<file path="src/verilog/cp_pwm_pkg.sv">
// constants for the call-progress pwm control register and its generators
package cp_pwm_pkg;

   // clock and derived rates
   localparam int CLK_HZ      = 20_000_000;
   localparam int BIT_HZ      = 16_384_000;
   localparam int FRAME16_HZ  = 16_000;
   localparam int FRAME32_HZ  = 32_000;
   localparam int PERIOD16    = CLK_HZ / FRAME16_HZ;
   localparam int PERIOD32    = CLK_HZ / FRAME32_HZ;
   localparam int PH_MOD      = CLK_HZ / 1000;
   localparam int PH_STEP     = BIT_HZ / 1000;

   // register map
   localparam logic [7:0] CTRL1_OFFSET  = 8'h01;
   localparam logic [7:0] CTRL1_RESET   = 8'h00;
   localparam int         SOFT_RESET_BIT = 7;
   localparam int         WAVE_LSB       = 4;
   localparam int         PWM_EN_BIT     = 3;
   localparam int         LOOP_BIT       = 1;

   // waveform codes
   typedef enum logic [1:0]
   {
      WAVE_DELTA_SIGMA = 2'h0,
      WAVE_BALANCED16  = 2'h1,
      WAVE_TRAILING32  = 2'h2,
      WAVE_RESERVED    = 2'h3
   } wave_type;

   // audio sample widths
   localparam int AUDIO_W = 16;
   localparam int SUM_W   = AUDIO_W + 1;

endpackage

</file>
<file path="src/verilog/call_progress_pwm_control.sv">
// control register 1 with soft reset, call-progress pwm generators and barrier loopback
`timescale 1ns/1ps

module call_progress_pwm_control
   import cp_pwm_pkg::*;
(
   // clock and reset
   input  wire logic               clk,
   input  wire logic               reset,
   // register port
   input  wire logic               reg_wr_en,
   input  wire logic               reg_rd_en,
   input  wire logic [7:0]         reg_addr,
   input  wire logic [7:0]         reg_wdata,
   output logic [7:0]              reg_rdata,
   output logic                    soft_reset_pulse,
   // audio stream
   input  wire logic               audio_valid,
   output logic                    audio_ready,
   input  wire logic [AUDIO_W-1:0] tx_audio,
   input  wire logic [AUDIO_W-1:0] rx_audio,
   // pin sharing with the interrupt logic
   input  wire logic               irq_pin_enable,
   input  wire logic               irq_level,
   // outputs
   output logic                    call_progress_out_pin,
   output logic                    barrier_loopback_enable
);

   ////////////////////////////////////////////////////////////////////////////
   // register decode and control state

   function automatic logic hit(input logic [7:0] addr);
      hit = (addr == CTRL1_OFFSET);
   endfunction

   logic       srst_q, srst_d;
   logic       rst_all;
   wave_type   wave_q, wave_d;
   logic       pwm_en_q, pwm_en_d;
   logic       loop_q, loop_d;
   logic [7:0] rdata_q, rdata_d;
   logic       wr_hit, rd_hit;

   assign wr_hit  = reg_wr_en && hit(reg_addr);
   assign rd_hit  = reg_rd_en && hit(reg_addr);
   // soft reset acts one cycle after the write, so the writing access completes first
   assign rst_all = reset || srst_q;

   // next control values
   always_comb
   begin
      wave_d   = wave_q;
      pwm_en_d = pwm_en_q;
      loop_d   = loop_q;
      srst_d   = wr_hit && reg_wdata[SOFT_RESET_BIT];
      if (wr_hit && !reg_wdata[SOFT_RESET_BIT])
      begin
         wave_d   = wave_type'(reg_wdata[WAVE_LSB +: 2]);
         pwm_en_d = reg_wdata[PWM_EN_BIT];
         loop_d   = reg_wdata[LOOP_BIT];
      end
      rdata_d = 8'h00;
      if (rd_hit)
      begin
         // soft reset bit and reserved bits read zero
         rdata_d[WAVE_LSB +: 2] = wave_q;
         rdata_d[PWM_EN_BIT]    = pwm_en_q;
         rdata_d[LOOP_BIT]      = loop_q;
      end
   end

   // all control state returns to reset value
   always_ff @(posedge clk)
   begin
      if (rst_all)
      begin
         wave_q   <= wave_type'(CTRL1_RESET[WAVE_LSB +: 2]);
         pwm_en_q <= CTRL1_RESET[PWM_EN_BIT];
         loop_q   <= CTRL1_RESET[LOOP_BIT];
         rdata_q  <= 8'h00;
      end
      else
      begin
         wave_q   <= wave_d;
         pwm_en_q <= pwm_en_d;
         loop_q   <= loop_d;
         rdata_q  <= rdata_d;
      end
   end

   // the request flop only lives one cycle
   always_ff @(posedge clk)
   begin
      if (reset)
      begin
         srst_q <= 1'b0;
      end
      else
      begin
         srst_q <= srst_d;
      end
   end

   assign reg_rdata               = rdata_q;
   assign soft_reset_pulse        = srst_q;
   assign barrier_loopback_enable = loop_q;

   ////////////////////////////////////////////////////////////////////////////
   // audio summing and buffering

   logic [AUDIO_W-1:0] rx_eff;
   logic [SUM_W-1:0]   sum_in, sum_out;
   logic               buf_valid, tick32;
   logic [SUM_W-1:0]   cur_q, cur_d;
   logic [SUM_W-1:0]   level;

   // looped data replaces the line-side receive path
   assign rx_eff = loop_q ? tx_audio : rx_audio;
   assign sum_in = SUM_W'($signed(tx_audio)) + SUM_W'($signed(rx_eff));

   // drains once per 32 kHz frame, so a slow frame rate back-pressures the source
   sample_buffer #(.WIDTH(SUM_W), .DEPTH(2)) u_buf
   (
      .clk       (clk),
      .reset     (rst_all),
      .in_valid  (audio_valid),
      .in_ready  (audio_ready),
      .in_data   (sum_in),
      .out_valid (buf_valid),
      .out_ready (tick32),
      .out_data  (sum_out)
   );

   // current sample, held when the buffer runs dry
   always_comb
   begin
      cur_d = (tick32 && buf_valid) ? sum_out : cur_q;
   end

   always_ff @(posedge clk)
   begin
      if (rst_all)
      begin
         cur_q <= '0;
      end
      else
      begin
         cur_q <= cur_d;
      end
   end

   // offset binary: flipping the sign bit adds half scale
   assign level = {~cur_q[SUM_W-1], cur_q[SUM_W-2:0]};

   ////////////////////////////////////////////////////////////////////////////
   // frame counter and bit-rate enable

   localparam logic [10:0] P16    = 11'(PERIOD16);
   localparam logic [10:0] P32    = 11'(PERIOD32);
   localparam logic [14:0] PH_M   = 15'(PH_MOD);
   localparam logic [14:0] PH_S   = 15'(PH_STEP);

   logic [10:0] cnt_q, cnt_d, cnt32;
   logic [14:0] ph_q, ph_d;
   logic        bit_en;
   logic [15:0] ph_sum;

   assign ph_sum = {1'b0, ph_q} + {1'b0, PH_S};
   // fractional divider, 16.384 MHz average enable from 20 MHz
   assign bit_en = (ph_sum >= {1'b0, PH_M});

   always_comb
   begin
      cnt_d = (cnt_q == P16 - 11'h001) ? 11'h000 : cnt_q + 11'h001;
      ph_d  = bit_en ? 15'(ph_sum - {1'b0, PH_M}) : ph_sum[14:0];
   end

   always_ff @(posedge clk)
   begin
      if (rst_all)
      begin
         cnt_q <= 11'h000;
         ph_q  <= 15'h0000;
      end
      else
      begin
         cnt_q <= cnt_d;
         ph_q  <= ph_d;
      end
   end

   assign tick32 = (cnt_q == 11'h000) || (cnt_q == P32);
   assign cnt32  = (cnt_q >= P32) ? cnt_q - P32 : cnt_q;

   ////////////////////////////////////////////////////////////////////////////
   // waveform generators

   logic [27:0]      prod16, prod32;
   logic [10:0]      width16, half16, rise32;
   logic             ds_q, ds_d;
   logic [SUM_W-1:0] acc_q, acc_d;
   logic [SUM_W:0]   acc_sum;
   logic             wave_bit;

   assign prod16  = 28'(level) * 28'(P16);
   assign prod32  = 28'(level) * 28'(P32);
   assign width16 = prod16[27:17];
   assign half16  = {1'b0, width16[10:1]};
   assign rise32  = prod32[27:17];
   assign acc_sum = {1'b0, acc_q} + {1'b0, level};

   // first-order modulator, carry is the output bit
   always_comb
   begin
      acc_d = acc_q;
      ds_d  = ds_q;
      if (bit_en)
      begin
         acc_d = acc_sum[SUM_W-1:0];
         ds_d  = acc_sum[SUM_W];
      end
   end

   always_ff @(posedge clk)
   begin
      if (rst_all)
      begin
         acc_q <= '0;
         ds_q  <= 1'b0;
      end
      else
      begin
         acc_q <= acc_d;
         ds_q  <= ds_d;
      end
   end

   // waveform style selection
   always_comb
   begin
      case (wave_q)
         WAVE_DELTA_SIGMA: wave_bit = ds_q;
         // high portion straddles the 16 kHz sample point
         WAVE_BALANCED16:  wave_bit = (cnt_q < half16) || (cnt_q >= P16 - half16);
         // low at each 32 kHz boundary, rises at amplitude point
         WAVE_TRAILING32:  wave_bit = (cnt32 != 11'h000) && (cnt32 >= rise32);
         // reserved code gives a quiet pin
         default:          wave_bit = 1'b0;
      endcase
   end

   ////////////////////////////////////////////////////////////////////////////
   // pin output

   logic pin_q, pin_d;

   always_comb
   begin
      // interrupt use of the pin overrides the audio
      if (irq_pin_enable)
      begin
         pin_d = irq_level;
      end
      // pwm data when enabled, low otherwise
      else
      begin
         pin_d = pwm_en_q && wave_bit;
      end
   end

   always_ff @(posedge clk)
   begin
      if (rst_all)
      begin
         pin_q <= 1'b0;
      end
      else
      begin
         pin_q <= pin_d;
      end
   end

   assign call_progress_out_pin = pin_q;
endmodule // call_progress_pwm_control

</file>
<file path="src/verilog/sample_buffer.sv">
// two-entry valid/ready buffer for summed audio samples
`timescale 1ns/1ps

module sample_buffer
   import cp_pwm_pkg::*;
#(
   parameter int WIDTH = SUM_W,
   parameter int DEPTH = 2
)
(
   // clock and reset
   input  wire logic             clk,
   input  wire logic             reset,
   // filling side
   input  wire logic             in_valid,
   output logic                  in_ready,
   input  wire logic [WIDTH-1:0] in_data,
   // draining side
   output logic                  out_valid,
   input  wire logic             out_ready,
   output logic [WIDTH-1:0]      out_data
);

   localparam int PW = (DEPTH > 1) ? $clog2(DEPTH) : 1;

   logic [WIDTH-1:0] mem_q [DEPTH];
   logic [WIDTH-1:0] mem_d [DEPTH];
   logic [PW-1:0]    wr_q, wr_d, rd_q, rd_d;
   logic [PW:0]      cnt_q, cnt_d;
   logic             push, pop;

   // honest full and empty flags
   assign in_ready  = (cnt_q != (PW+1)'(DEPTH));
   assign out_valid = (cnt_q != '0);
   assign out_data  = mem_q[rd_q];
   assign push      = in_valid && in_ready;
   assign pop       = out_valid && out_ready;

   // next pointers, count and storage
   always_comb
   begin
      mem_d = mem_q;
      wr_d  = wr_q;
      rd_d  = rd_q;
      if (push)
      begin
         mem_d[wr_q] = in_data;
         wr_d = (wr_q == PW'(DEPTH-1)) ? '0 : PW'(wr_q + 1'b1);
      end
      if (pop)
      begin
         rd_d = (rd_q == PW'(DEPTH-1)) ? '0 : PW'(rd_q + 1'b1);
      end
      cnt_d = cnt_q + (PW+1)'(push) - (PW+1)'(pop);
   end

   // register stage
   always_ff @(posedge clk)
   begin
      if (reset)
      begin
         wr_q  <= '0;
         rd_q  <= '0;
         cnt_q <= '0;
         for (int i = 0; i < DEPTH; i++)
         begin
            mem_q[i] <= '0;
         end
      end
      else
      begin
         wr_q  <= wr_d;
         rd_q  <= rd_d;
         cnt_q <= cnt_d;
         mem_q <= mem_d;
      end
   end

endmodule // sample_buffer
</file>
<file path="config.mk">
export PLATFORM = sky130hd
export DESIGN_NAME = call_progress_pwm_control
export DESIGN_NICKNAME = d
export VERILOG_FILES = /design/src/verilog/cp_pwm_pkg.sv /design/src/verilog/call_progress_pwm_control.sv /design/src/verilog/sample_buffer.sv
export SDC_FILE = /design/constraint.sdc
export NUM_CORES = 1
export LEC_CHECK = 0
export BUFFER_PORTS_ARGS = -buffer_cell sky130_fd_sc_hd__buf_4
export CAP_MARGIN = 20
export CORE_ASPECT_RATIO = 1.75
export CORE_MARGIN = 5
export CORE_UTILIZATION = 56
export CTS_CLUSTER_SIZE = 12
export DETAILED_ROUTE_END_ITERATION = 6
export HOLD_SLACK_MARGIN = 0.15
export PLACE_DENSITY = 0.82
export SETUP_SLACK_MARGIN = 0.3
export SLEW_MARGIN = 5
export SYNTH_ARGS = -nofsm -noshare
export SYNTH_HDL_FRONTEND = slang
export SYNTH_SLANG_ARGS = --single-unit
</file>
<file path="constraint.sdc">
create_clock -name clk -period 5.7 [get_ports clk]
set_input_delay 1.14 -clock clk [delete_from_list [all_inputs] [get_ports clk]]
set_output_delay 1.14 -clock clk [all_outputs]
set_load 0.01 [all_outputs]
</file>
Word level (Yosys, flattened, before mapping)
Index checks and enable logic that the tools add are counted.
{ "totals": {"memories": 0, "ram_bits": 0, "word_cells": 80, "input_bits": 55, "rom_bits": 0, "reg_bits": 113, "latchBits": 0} }
{ "classes": {"order_cmp": 8, "reduce_logical": 19, "eq_ne": 6, "div": 0, "mux": 13, "shift": 0, "n_bitwise": 4, "add_sub_neg": 11, "mul": 2} }
{ "op_table": {"columns": ["operator", "n"], "rows": [
  ["$mux W17", 4],
  ["$mul A17 B10 Y27 const B", 2],
  ["$bwmux W34", 1],
  ["$add A17 B17 Y18", 1],
  ["$add A16 B16 Y17", 1],
  ["$demux W17 S1", 1],
  ["$add A15 B15 Y16 const B", 1],
  ["$ge A16 B15 Y1 const B", 1],
  ["$mux W16", 1],
  ["$mux W15", 1],
  ["$sub A15 B15 Y15 const B", 1],
  ["$add A11 B1 Y11 const B", 1],
  ["$eq A11 B10 Y1 const B", 1],
  ["$eq A11 B11 Y1 const B", 1],
  ["$ge A11 B10 Y1", 1],
  ["$ge A11 B10 Y1 const B", 1],
  ["$ge A11 B11 Y1", 1],
  ["$logic_not A11 Y1", 1],
  ["$lt A11 B10 Y1", 1],
  ["$mux W11", 1],
  ["$reduce_bool A11 Y1", 1],
  ["$sub A11 B10 Y11 const A", 1],
  ["$sub A11 B10 Y11 const B", 1],
  ["$logic_and A1 B1 Y1", 9],
  ["other kinds (18)", 27]
]} }

Longest topological paths before layout
Gate-level depths: netlist of the first run.
{ "depth": {"word_depth": 8, "ltp_mapped": 28, "depth_no_buf": 28} }

Cells and area by module
From an unflattened synthesis of the first run, not the netlist that was laid out.
{ "unflattened": {"hier_cells": 1116, "hier_area_um2": 9454.1} }
{ "modules_own_cells": {"columns": ["mod", "n_inst", "cells_each", "seq_area_each_um2", "area_per_inst_um2"], "rows": [
  ["call_progress_pwm_control", 1, 923, 1321.3, 7598.5],
  ["sample_buffer", 1, 193, 760.7, 1855.5]
]} }

Worst setup path before layout of the first run
OpenSTA, ideal clock, no wires.
{ "synth_path": {"kind": "reg2reg", "startpoint": "reg cur_q[5]", "endpoint": "reg pin_q, in the netlist call_progress_out_pin", "stages_incl_launch_ff": 26, "setup_ns": 0.117, "synth_period_minus_slack_ns": 5.976, "setup_slack_ns": -0.276, "arrival_time_ns": 5.860, "required_ns": 5.583, "cell_sequence": "dfxtp_1 inv_1 fa_1 inv_1 ha_1 fa_1 ha_1 inv_1 fa_1 inv_1 ha_1 nand2_1 a2111oi_1 o21ai_1 nand3b_1 a21oi_1 xnor2_1 o41ai_1 or3_1 xnor2_1 ha_1 a2111oi_0 o21a_1 o211ai_1 a211oi_2 nor2_1"} }
{ "synth_via": {"elab_chain_len": 7, "elab_cells_between_ends": 11, "cone_classes": "1 x add/sub; 2 x mul; 3 x order compare; 2 x mux; 3 x reduce/logical"} }
{ "synth_lines": {"columns": ["item", "line_no", "rtl"], "rows": [
  ["start: declaration", "call_progress_pwm_control.sv:115", "logic [SUM_W-1:0] cur_q, cur_d;"],
  ["start signal: assignment", "call_progress_pwm_control.sv:149", "cur_q <= cur_d;"],
  ["$mul A17 B10 Y27", "call_progress_pwm_control.sv:206, call_progress_pwm_control.sv:207", null],
  ["$sub A11 B10 Y11", "call_progress_pwm_control.sv:245", "WAVE_BALANCED16: wave_bit = (cnt_q < half16) || (cnt_q >= P16 - half16);"],
  ["$ge A11 B11 Y1", "call_progress_pwm_control.sv:245", null],
  ["$logic_or A1 B1 Y1", "call_progress_pwm_control.sv:245", null],
  ["$pmux W1 S3 (*)", "call_progress_pwm_control.sv:242", "case (wave_q)"],
  ["$logic_and A1 B1 Y1 (*)", "call_progress_pwm_control.sv:268", "pin_d = pwm_en_q && wave_bit;"],
  ["$mux W1 (*)", "call_progress_pwm_control.sv:261", "if (irq_pin_enable)"],
  ["end signal: assignment", "call_progress_pwm_control.sv:280", "pin_q <= pin_d;"],
  ["end: declaration", "call_progress_pwm_control.sv:256", "logic pin_q, pin_d;"]
]} }
Every way passes the cells marked *; elsewhere a longest branch is shown, timed or not.
A chain may end at the register's enable or synchronous reset.

Worst setup path in the final report of the first run
{ "layout_path": {"startpoint": "reg cur_q[12]", "endpoint": "reg pin_q, in the netlist call_progress_out_pin"} }
The elaborated chain is that of the path after synthesis.

==> results of run 1 <==
## final cells by class
class	count	area (um^2)
multi-input combinational	794	6634
fill	1203	5270
sequential	104	2097
timing repair buffer	116	872.1
inverter	119	449.2
tap	189	236.5
clock buffer	9	225.2
clock inverter	7	91.34
## sequential cells by signal, summed over array words and instances, names as in the netlist
name                     count
wave_q                       2
call_progress_out_pin        1
barrier_loopback_enable      1
cur_q                       17
reg_rdata                    4
ph_q                        10
pwm_en_q                     1
acc_q                       17
cnt_q                       11
u_buf.wr_q                   1
ds_q                         1
u_buf.rd_q                   1
soft_reset_pulse             1
u_buf.cnt_q                  2
u_buf.mem_q                 34
## synthesized netlist by cell type, types with 6 or more instances
| library cell | count |
|---|---|
| or3_1 | 8 |
| a211oi_1 | 26 |
| xor2_1 | 18 |
| o31ai_1 | 6 |
| inv_1 | 119 |
| nand4_1 | 7 |
| a22o_1 | 12 |
| nand2b_1 | 8 |
| mux2_2 | 15 |
| o21ai_0 | 38 |
| nand2_1 | 81 |
| nor4_1 | 6 |
| clkbuf_1 | 33 |
| a21oi_1 | 63 |
| fa_1 | 39 |
| mux2i_1 | 23 |
| nand3_1 | 27 |
| o21a_1 | 12 |
| dfxtp_1 | 104 |
| xnor2_1 | 50 |
| nor3_1 | 16 |
| or2_2 | 6 |
| a21o_1 | 12 |
| nor2_1 | 92 |
| ha_1 | 141 |
## critical path: cells and delay by family, from the launching register on
family | cells | cell delay (ns)
compound gates | 8 | 1.62
fa+ha+maj | 7 | 2.47
simple gates | 5 | 0.82
xor+xnor | 1 | 0.19
buf+inv | 4 | 0.32
flops | 1 | 0.34
## path summary, 6_finish.rpt
kind,from,to,cells after the start
min,u_buf.mem_q[27],u_buf.mem_q[27],2
max reg2reg,cur_q[12],call_progress_out_pin,25
min reg2reg,u_buf.mem_q[27],u_buf.mem_q[27],2
max,cur_q[12],call_progress_out_pin,25
## metal layers
layer / vias to the layer above / GRT usage
met2: 139 / 0.4518
li1: 3836 / -
met4: 0 / 0.1070
met1: 3743 / 0.2300
met5: - / 0
met3: 53 / 0.01883
## report_power, final
part	total, W	leakage, nW	internal (W)	switching [W]
sequential	0.00103	0.854	0.000893	0.000142
clock	0.000653	0.152	0.000317	0.000336
combinational	0.00559	3.93	0.00267	0.00293
## per-stage QoR
| stage | setup slack, ns | utilization | setup TNS, ns | total power, W |
|---|---|---|---|---|
| after floorplan | 0.1785 | - | 0 | 0.004685 |
| after global routing | -0.4129 | 0.6680 | -0.4129 | 0.008089 |
| final | -0.1788 | 0.6680 | -0.1788 | 0.007282 |
| after detailed placement | -0.2648 | 0.6360 | -0.2648 | 0.006220 |
| after CTS | -0.1089 | 0.6648 | -0.1089 | 0.007189 |
| after global placement | -0.1313 | 0.6360 | -0.1313 | 0.005943 |
## repair_timing
action,CTS,global route
buffers inserted,2,0
gates resized for setup,22,4
pin swaps,28,1
endpoints found under the setup margin,1,1
hold buffers,0,0
## cell families (layout without fill, tap and decap cells)
group / Yosys count / count (layout) / share of synthesized area
fa+ha+maj: 180 / 180 / 0.2813
simple gates: 279 / 279 / 0.1423
flops: 104 / 104 / 0.2302
compound gates: 225 / 225 / 0.1675
other cells: 1 / 4 / 0.0004145
buf+inv: 160 / 251 / 0.06833
mux: 38 / 38 / 0.04412
xor+xnor: 68 / 68 / 0.06584
==> summary.txt, run 1 <==
Synthesis
  – Synth top area share: 0.2302
  – Post-synth EDFFs: 0
  – Asr flop ratio synth: 0
  – Avg Cell Area, Syn: 8.575 um^2
  – Post-synthesis cell type count: 68
  – Yosys reg bits: 104
  – Main flop type after synthesis: dfxtp_1
  – Seq/Total Area, Yosys: 0.2302
  – Synthesized instance count: roughly 1100
  – Synth Cell Area: 9046 um^2
  – Leading area contributor after synthesis: dfxtp_1
  – Syn. warnings: 0
  – Ranking of synthesized cells by area: dfxtp_1, ha_1, fa_1

Clock network
  – Clock H-tree levels: 3
  – Clk root buf: clkbuf_16
  – CTS buffer count: 9
  – CTS sink cnt: 104
  – Max Root-Sink Buffers: 2
  – Clk Latency, worst-skew pair: 0.36 ns
  – TritonCTS clock tree: yes
  – Clk slew on worst S/H paths: around 0.08 ns

STA
  – Unrepaired setup endpoints after global routing: yes
  – Final Skew: 0.01680 ns
  – Fin. Hold Viols: 0
  – Slew HR: 0.2687
  – Post-route minimum period: between 5 and 6 ns
  – Tcrit/Tclk final: 1.031
  – Worst-Margin Slew: about 1.1 ns
  – Minimum hold slack: roughly 0.46 ns
  – Max Slew Vio Count: 0
  – Worst setup margin: -0.1788 ns
  – Final setup fails: 1
  – Maximum clock frequency: 0.1701 GHz

Final layout
  – Commonest non-fill, non-tap cell in the layout: ha_1
  – Final Cell Area: 10610 um^2
  – P&R area growth vs syn: 17.23%
  – Final #Nets: between 1000 and 1500
  – N_diodes: 0
  – Leading cell types in the layout, fill and taps excluded: ha_1, buf_4, inv_1
  – Fraction of layout cells with a size suffix above 1: 0.1836
  – Post-Layout Cell Count: roughly 1300

Run status
  – Status: finished, violations left
  – Violated checks: setup timing

Floorplanning
  – Starting Density: 0.5698
  – Ports: 67
  – Vert. Die Dim: ~180 um
  – Core box area: 15880 um^2
  – DIE AREA: 18900 um^2
  – Horiz. Die Dim: 106.1 um
  – Row count: 61

Pwr
  – Leak: 4.941 nW
  – Worst VDD drop: between 0.4 and 0.5 mV
  – Power per Cell Area: 686.7 nW/um^2

Worst setup path
  – Crit-path max FO: 3
  – Arrival @ worst endpoint: 6.12 ns
  – CP dominant cell by count: ha_1
  – Worst endpoint required time: a little under 6 ns
  – CP Class: flip-flop to flip-flop
  – Setup crit end kind: flip-flop
  – R2R Setup Slk: -0.18 ns
  – Max stage delay on crit path: 0.53 ns
  – Startpoint Class: flip-flop
  – Slowest cell on crit path: fa_1

Drt
  – Number of vias per cell: 5.808
  – Vias: 7771
  – Highest routing layer actually used: met4
  – Wirelength, routed: between 20000 and 25000 um
  – DRT iter0 DRCs: 248
  – Met1 Wirelength: 7693 um
  – 1st-pass router iterations: 4
  – DRC: 0
  – DR WL/cell: 15.62 um
  – ANT nets after route: 0
  – Met3 routed wirelength: 525 um
  – Metal2 WL: 11850 um

GRT
  – Grt total ovfl: 0
  – Largest net degree at the start of global routing: 66
  – GRT Total Usage: 0.2253
  – Global-route wire length before repair: between 30000 and 40000 um
  – Initial antenna violation count: 0
  – Vias in the first global route: ~7900

Place
  – GPL Wtd Cong: 0.8415
  – DP Wirelength: 16190 um
  – Port bufs: 59
  – Placed cell count: 1318
  – Cell Area, Placed: just over 10000 um^2

Run
  – Max-cap violations: 0

Min path
  – Min-delay worst type: flip-flop to flip-flop
Note: power is estimated with default switching activity, not from simulation.
==> run 2: changes to the inputs <==
--- a/config.mk
+++ b/config.mk
@@ -9,11 +9,11 @@
 export CAP_MARGIN = 20
 export CORE_ASPECT_RATIO = 1.75
 export CORE_MARGIN = 5
-export CORE_UTILIZATION = 56
+export CORE_UTILIZATION = 40
 export CTS_CLUSTER_SIZE = 12
 export DETAILED_ROUTE_END_ITERATION = 6
 export HOLD_SLACK_MARGIN = 0.15
-export PLACE_DENSITY = 0.82
+export PLACE_DENSITY = 0.63
 export SETUP_SLACK_MARGIN = 0.3
 export SLEW_MARGIN = 5
 export SYNTH_ARGS = -nofsm -noshare
==> run 2 against run 1 <==
The run now ends clean. Sequential power is essentially flat. Total power rose by 1.2%. Die area up 37%. Sequential share of layout area is 0.44 points lower. Non-clock buffer count did not move. Setup slack better by 0.21 ns. Clock-buffer cell count up 1. Register-to-register slack improved by 0.21 ns. Clock skew is 0.0060 ns lower.
==> summary.txt, run 2 (synthesis gave the netlist of run 1 again) <==
Run status
  – Status: finished clean

Worst setup path
  – Slowest cell on crit path: fa_1
  – Crit-path max FO: 3 (unchanged)
  – CP Class: flip-flop to flip-flop
  – Setup crit end kind: flip-flop
  – Arrival @ worst endpoint: 5.92 ns (-0.20 ns)
  – Max stage delay on crit path: 0.52 ns (about the same)
  – Worst endpoint required time: 5.95 ns (about the same)
  – Startpoint Class: flip-flop
  – CP dominant cell by count: ha_4

STA
  – Tcrit/Tclk final: 0.9948 (-0.03658)
  – Final Skew: 0.01084 ns (-0.005963 ns)
  – Max Slew Vio Count: 0 (unchanged)
  – Unrepaired setup endpoints after global routing: yes
  – Worst-Margin Slew: 1.115 ns (+0.02002 ns)
  – Post-route minimum period: 5.670 ns (-0.2085 ns)
  – Final setup fails: 0 (-1)
  – Fin. Hold Viols: 0 (unchanged)
  – Maximum clock frequency: 0.1764 GHz (+3.7%)
  – Worst setup margin: 0.02972 ns (+0.2085 ns)
  – Slew HR: 0.2553 (-0.01336)

GRT
  – Initial antenna violation count: 0 (unchanged)
  – Global-route wire length before repair: 34600 um (-1.9%)
  – Grt total ovfl: 0 (unchanged)
  – GRT Total Usage: 0.1627 (-0.06264)
  – Largest net degree at the start of global routing: 66 (unchanged)
  – Vias in the first global route: 7663 (-3.3%)

Final layout
  – Max FFs per register: 34 (unchanged)
  – Fraction of layout cells with a size suffix above 1: 0.1941 (+0.01044)
  – Final #Nets: 1379 (unchanged)
  – N_diodes: 0 (unchanged)
  – Commonest non-fill, non-tap cell in the layout: ha_1
  – Final Util: 0.4872 (-0.1809)
  – Biggest register: u_buf.mem_q
  – P&R area growth vs syn: 19.83%
  – Leading cell types in the layout, fill and taps excluded: ha_1, buf_4, inv_1
  – Top flop regs: u_buf.mem_q (34), acc_q (17), cur_q (17)
  – Post-Layout Cell Count: 1445 (+8.0%)

Place
  – Post-Place Setup Slack: -0.1495 ns (+0.1152 ns)
  – Placed cell count: 1421 (+7.8%)
  – GPL Wtd Cong: 0.8156 (-3.1%)
  – Port bufs: 59 (unchanged)
  – DP Wirelength: 16160 um (-0.19%)

Drt
  – DRC: 0 (unchanged)
  – 1st-pass router iterations: 4 (unchanged)
  – ANT nets after route: 0 (unchanged)
  – Vias: 7498 (-3.5%)
  – DRT iter0 DRCs: 269 (+8.5%)
  – Wirelength, routed: 20000 um (-4.3%)
  – DR WL/cell: 13.84 um (-11%)
  – Number of vias per cell: 5.189 (-11%)

Pwr
  – Worst VDD drop: 0.3567 mV (-18%)
  – Overall power: 0.007367 W (+1.2%)
  – Power per Cell Area: 679.6 nW/um^2 (-1.0%)
  – Leak: 4.980 nW (+0.79%)

Clock network
  – Clk slew on worst S/H paths: 0.08 ns (about the same)
  – Clock H-tree levels: 3 (unchanged)
  – Clk root buf: clkbuf_16
  – CTS buffer count: 9 (unchanged)
  – Clk Latency, worst-skew pair: 0.36 ns (about the same)
  – Max Root-Sink Buffers: 2 (unchanged)
  – CTS sink cnt: 104 (unchanged)
  – TritonCTS clock tree: yes

Floorplanning
  – Ports: 67 (unchanged)
  – Row count: 72 (+18%)
  – Vert. Die Dim: 208.9 um (+17%)
  – Horiz. Die Dim: 123.7 um (+17%)
  – Core box area: 22250 um^2 (+40%)
  – Starting Density: 0.4065 (-0.1633)
  – DIE AREA: 25840 um^2 (+37%)

Min path
  – Min-delay worst type: flip-flop to flip-flop

Run
  – Max-cap violations: 0 (unchanged)
==> run 2: area by class of cell <==
type | instances | area (um^2)
fillers | 2133 | 11410
multi-input cells | 794 | 6735
inverters | 119 | 449.2
flip-flops and latches | 104 | 2096
well taps | 296 | 370.4
clock buffers | 10 | 250.2
clock inverters | 6 | 60.06
repair buffers | 116 | 879.6
==> run 2: per-layer routing <==
| layer | wire, um | vias to the layer above | share of wire | GRT usage |
|---|---|---|---|---|
| li1 | - | 3836 | - | - |
| met1 | 7739 | 3542 | 0.39 | 0.1761 |
| met2 | 11460 | 88 | 0.57 | 0.3158 |
| met3 | 388 | 32 | 0.019 | 0.01650 |
| met4 | 410 | 0 | 0.021 | 0.05621 |
| met5 | 0 | - | 0 | 0 |
==> run 2: final timing paths <==
check | slack [ns] | end | cells past startpoint | from
min | 0.46 | acc_q[9] | 2 | acc_q[9]
max | 0.03 | call_progress_out_pin | 28 | cur_q[4]
max reg2reg | 0.03 | call_progress_out_pin | 28 | cur_q[4]
min reg2reg | 0.46 | acc_q[9] | 2 | acc_q[9]
==> run 2: through the flow <==
| step | hold slack (ns) | area, um^2 | setup TNS (ns) |
|---|---|---|---|
| 3_3_place_gp | 0.4346 | 10180 | -0.09367 |
| 2_1_floorplan | 0.4232 | 9188 | 0 |
| 4_1_cts | 0.4562 | 10790 | -0.01779 |
| 3_5_place_dp | 0.4436 | 10200 | -0.1495 |
| 5_1_grt | 0.4661 | 10840 | -0.3334 |
| 6_report | 0.4556 | 10840 | 0 |
==> run 2: worst max-delay path, delay by kind of cell (launching register included) <==
kind / cells / cell delay [ns]
XOR/XNOR: 1 / 0.22
adder cells (fa/ha/maj): 7 / 2.59
AO/OA/AOI/OAI: 8 / 1.37
AND/OR/NAND/NOR: 5 / 0.49
buffers and inverters: 7 / 0.55
flip-flops: 1 / 0.36
==> run 2: what timing repair did <==
action / in CTS / in global routing
gates cloned: 0 / 0
endpoints found under the setup margin: 1 / 1
setup buffers: 7 / 1
gates resized for setup: 40 / 8
pin swaps: 49 / 12
hold buffers: 0 / 0
==> run 2: power by group <==
part           total [W]  leakage (nW)  switching, W  internal (W)
logic            0.00571          3.98       0.00292       0.00279
registers        0.00103         0.853      0.000137      0.000893
clock network   0.000627         0.145      0.000295      0.000332
==> run 3: changes to the inputs <==
--- a/config.mk
+++ b/config.mk
@@ -5,15 +5,15 @@
 export SDC_FILE = /design/constraint.sdc
 export NUM_CORES = 1
 export LEC_CHECK = 0
-export BUFFER_PORTS_ARGS = -buffer_cell sky130_fd_sc_hd__buf_4
 export CAP_MARGIN = 20
 export CORE_ASPECT_RATIO = 1.75
 export CORE_MARGIN = 5
 export CORE_UTILIZATION = 40
 export CTS_CLUSTER_SIZE = 12
 export DETAILED_ROUTE_END_ITERATION = 6
+export DONT_BUFFER_PORTS = 1
 export HOLD_SLACK_MARGIN = 0.15
-export PLACE_DENSITY = 0.63
+export PLACE_DENSITY = 0.6
 export SETUP_SLACK_MARGIN = 0.3
 export SLEW_MARGIN = 5
 export SYNTH_ARGS = -nofsm -noshare
==> run 3 against run 2 <==
The flow now finishes with violations (setup timing). Routed wire length increased by 0.35%. Sequential power about the same. Critical path depth down 3. Total power increased by 1.3%. Maximum frequency decreased by 1.4%. Utilization down 1.7 points. Largest power group unchanged.
==> summary.txt, run 3 (synthesis gave the netlist of run 1 again) <==
Worst setup path
  – Levels on crit path: 25 (-11%)
  – Capture point of the worst reg-to-reg path: call_progress_out_pin
  – Cell count of the worst reg-to-reg path: 25 (-11%)
  – Startpoint Class: flip-flop
  – Family with the most delay on the worst path: adder cells
  – WP buf/inv: 5 (-2)
  – Setup crit end kind: flip-flop
  – Crit-path max FO: 3 (unchanged)
  – Slowest cell on crit path: fa_1
  – R2R Setup Slk: -0.05 ns (-0.08 ns)
  – CP Class: flip-flop to flip-flop
  – Arrival @ worst endpoint: 6.00 ns (+0.08 ns)
  – Max stage delay on crit path: 0.54 ns (+0.02 ns)
  – CP endpoint: call_progress_out_pin
  – Worst endpoint required time: 5.95 ns (about the same)
  – Worst setup path start: cur_q[5]
  – FF-to-FF Start: cur_q[5]
  – CP dominant cell by count: inv_2

GRT
  – GRT Total Usage: 0.1616 (-0.001060)
  – Initial antenna violation count: 0 (unchanged)
  – Vias in the first global route: 7457 (-2.7%)
  – Grt total ovfl: 0 (unchanged)
  – Largest net degree at the start of global routing: 67 (+1.5%)
  – Global-route wire length before repair: 33910 um (-2.0%)

Clock network
  – CTS buffer count: 9 (unchanged)
  – Hold_buf cts: 0 (unchanged)
  – Clk Latency, worst-skew pair: 0.36 ns (about the same)
  – Clock H-tree levels: 3 (unchanged)
  – CTS sink cnt: 104 (unchanged)
  – Clk root buf: clkbuf_16
  – Max Root-Sink Buffers: 2 (unchanged)
  – TritonCTS clock tree: yes
  – Clk slew on worst S/H paths: 0.07 ns (about the same)

Final layout
  – Top flop regs: u_buf.mem_q (34), acc_q (17), cur_q (17)
  – Final Util: 0.4705 (-0.01664)
  – Fraction of layout cells with a size suffix above 1: 0.1585 (-0.03561)
  – Max FFs per register: 34 (unchanged)
  – Filler cells: 2235 (+4.8%)
  – P&R area growth vs syn: 15.74%
  – Final #Nets: 1328 (-3.7%)
  – Commonest non-fill, non-tap cell in the layout: ha_1
  – Leading cell types in the layout, fill and taps excluded: ha_1, inv_1, dfxtp_1
  – Biggest register: u_buf.mem_q
  – N_diodes: 0 (unchanged)

Drt
  – 1st-pass router iterations: 4 (unchanged)
  – Vias: 7210 (-3.8%)
  – DRT iter0 DRCs: 235 (-13%)
  – Number of vias per cell: 5.172 (-0.32%)
  – ANT nets after route: 0 (unchanged)
  – DR WL/cell: 14.39 um (+4.0%)
  – Wirelength, routed: 20070 um (+0.35%)
  – DRC: 0 (unchanged)

Pwr
  – Overall power: 0.007465 W (+1.3%)
  – Leak: 4.735 nW (-4.9%)
  – Worst VDD drop: 0.4068 mV (+14%)
  – Power per Cell Area: 713.0 nW/um^2 (+4.9%)

STA
  – Worst setup margin: -0.04871 ns (-0.07844 ns)
  – Final Skew: 0.01270 ns (+0.001868 ns)
  – Unrepaired setup endpoints after global routing: yes
  – Tcrit/Tclk final: 1.009 (+0.01376)
  – Fin. Hold Viols: 0 (unchanged)
  – Final setup fails: 1 (+1)
  – Max Slew Vio Count: 0 (unchanged)
  – Slew HR: 0.5025 (+0.2472)
  – Post-route minimum period: 5.749 ns (+0.07844 ns)
  – Worst-Margin Slew: 0.7462 ns (-0.3693 ns)
  – Maximum clock frequency: 0.1740 GHz (-1.4%)

Floorplanning
  – DIE AREA: 25840 um^2 (unchanged)
  – Ports: 67 (unchanged)
  – Core box area: 22250 um^2 (unchanged)
  – Starting Density: 0.4065 (unchanged)
  – Horiz. Die Dim: 123.7 um (unchanged)
  – Vert. Die Dim: 208.9 um (unchanged)
  – Row count: 72 (unchanged)

Place
  – Port bufs: 0 (-100%)
  – DP Wirelength: 16190 um (+0.19%)
  – GPL Wtd Cong: 0.7969 (-2.3%)

Min path
  – Hold Crit Start: acc_q[0]
  – Min-delay worst type: flip-flop to flip-flop

Run status
  – Status: finished, violations left
  – Violated checks: setup timing

Run
  – Max-cap violations: 0 (unchanged)
## run 3: cell count changes in the layout (fill, tap and decap cells not counted), sizes merged
cell      delta
buf         -51
bufinv       +1
clkinv       +1
clkinvlp     -2
## run 3: worst min-delay path by stage
stage | endpoint | cells past startpoint
2_1_floorplan | reg_rdata[3] | 2
3_3_place_gp | u_buf.mem_q[13] | 2
3_5_place_dp | u_buf.mem_q[13] | 2
4_1_cts | u_buf.mem_q[25] | 2
5_1_grt | acc_q[5] | 2
6_report | acc_q[0] | 2
## run 3: worst register-to-register path, cell delays in order, from the launching register on
cell,delay (ns)
dfxtp_2,0.33
inv_2,0.06
fa_1,0.54
inv_2,0.05
ha_4,0.25
inv_2,0.03
fa_1,0.51
inv_2,0.05
ha_4,0.25
fa_2,0.45
ha_4,0.29
nand2_4,0.06
a2111oi_4,0.40
o21ai_2,0.15
nand3b_1,0.16
buf_6,0.13
a21oi_4,0.06
xnor2_4,0.14
o41ai_4,0.42
xnor2_1,0.16
ha_1,0.28
a2111oi_4,0.29
o21a_1,0.22
o211ai_1,0.12
a211oi_2,0.16
nor2_1,0.08
## run 3: layout make-up
cell class              instances  area [um^2]  share of cell area
flip-flops and latches        104         2096              0.2002
multi-input cells             794         6733              0.6430
inverters                     119        449.2             0.04290
well taps                     296        370.4             0.03537
clock buffers                  10        250.2             0.02390
repair buffers                 65        499.2             0.04768
clock inverters                 6        72.57            0.006931
## run 3: layer usage
layer | part of all wire | up-vias | global-route usage
li1 | - | 3729 | -
met1 | 0.38 | 3384 | 0.1682
met2 | 0.58 | 72 | 0.3196
met3 | 0.018 | 25 | 0.02083
met4 | 0.019 | 0 | 0.05315
met5 | 0 | - | 0
## run 3: stage by stage
stage | std cells | setup WS [ns] | area (um^2) | hold slack (ns) | setup TNS, ns
2_1_floorplan | 1058 | 0.1785 | 9188 | 0.4232 | 0
3_3_place_gp | 1368 | -0.1132 | 9802 | 0.4345 | -0.1132
3_5_place_dp | 1370 | -0.2024 | 9824 | 0.4438 | -0.2024
4_1_cts | 1389 | -0.05476 | 10370 | 0.4559 | -0.05476
5_1_grt | 1394 | -0.3452 | 10470 | 0.4797 | -0.3452
6_report | 1394 | -0.04871 | 10470 | 0.4566 | -0.04871
## run 3: timing repair
item | in CTS | in global routing
setup endpoints to repair | 1 | 1
pin swaps | 49 | 24
buffers inserted | 3 | 5
resized for setup | 33 | 11
## run 3: report_power, final
group	switching [W]	leakage (nW)	internal [W]
combinational	0.00293	3.72	0.00285
sequential	0.000117	0.853	0.000893
clock	0.000293	0.160	0.000373
total	0.00334	4.73	0.00412
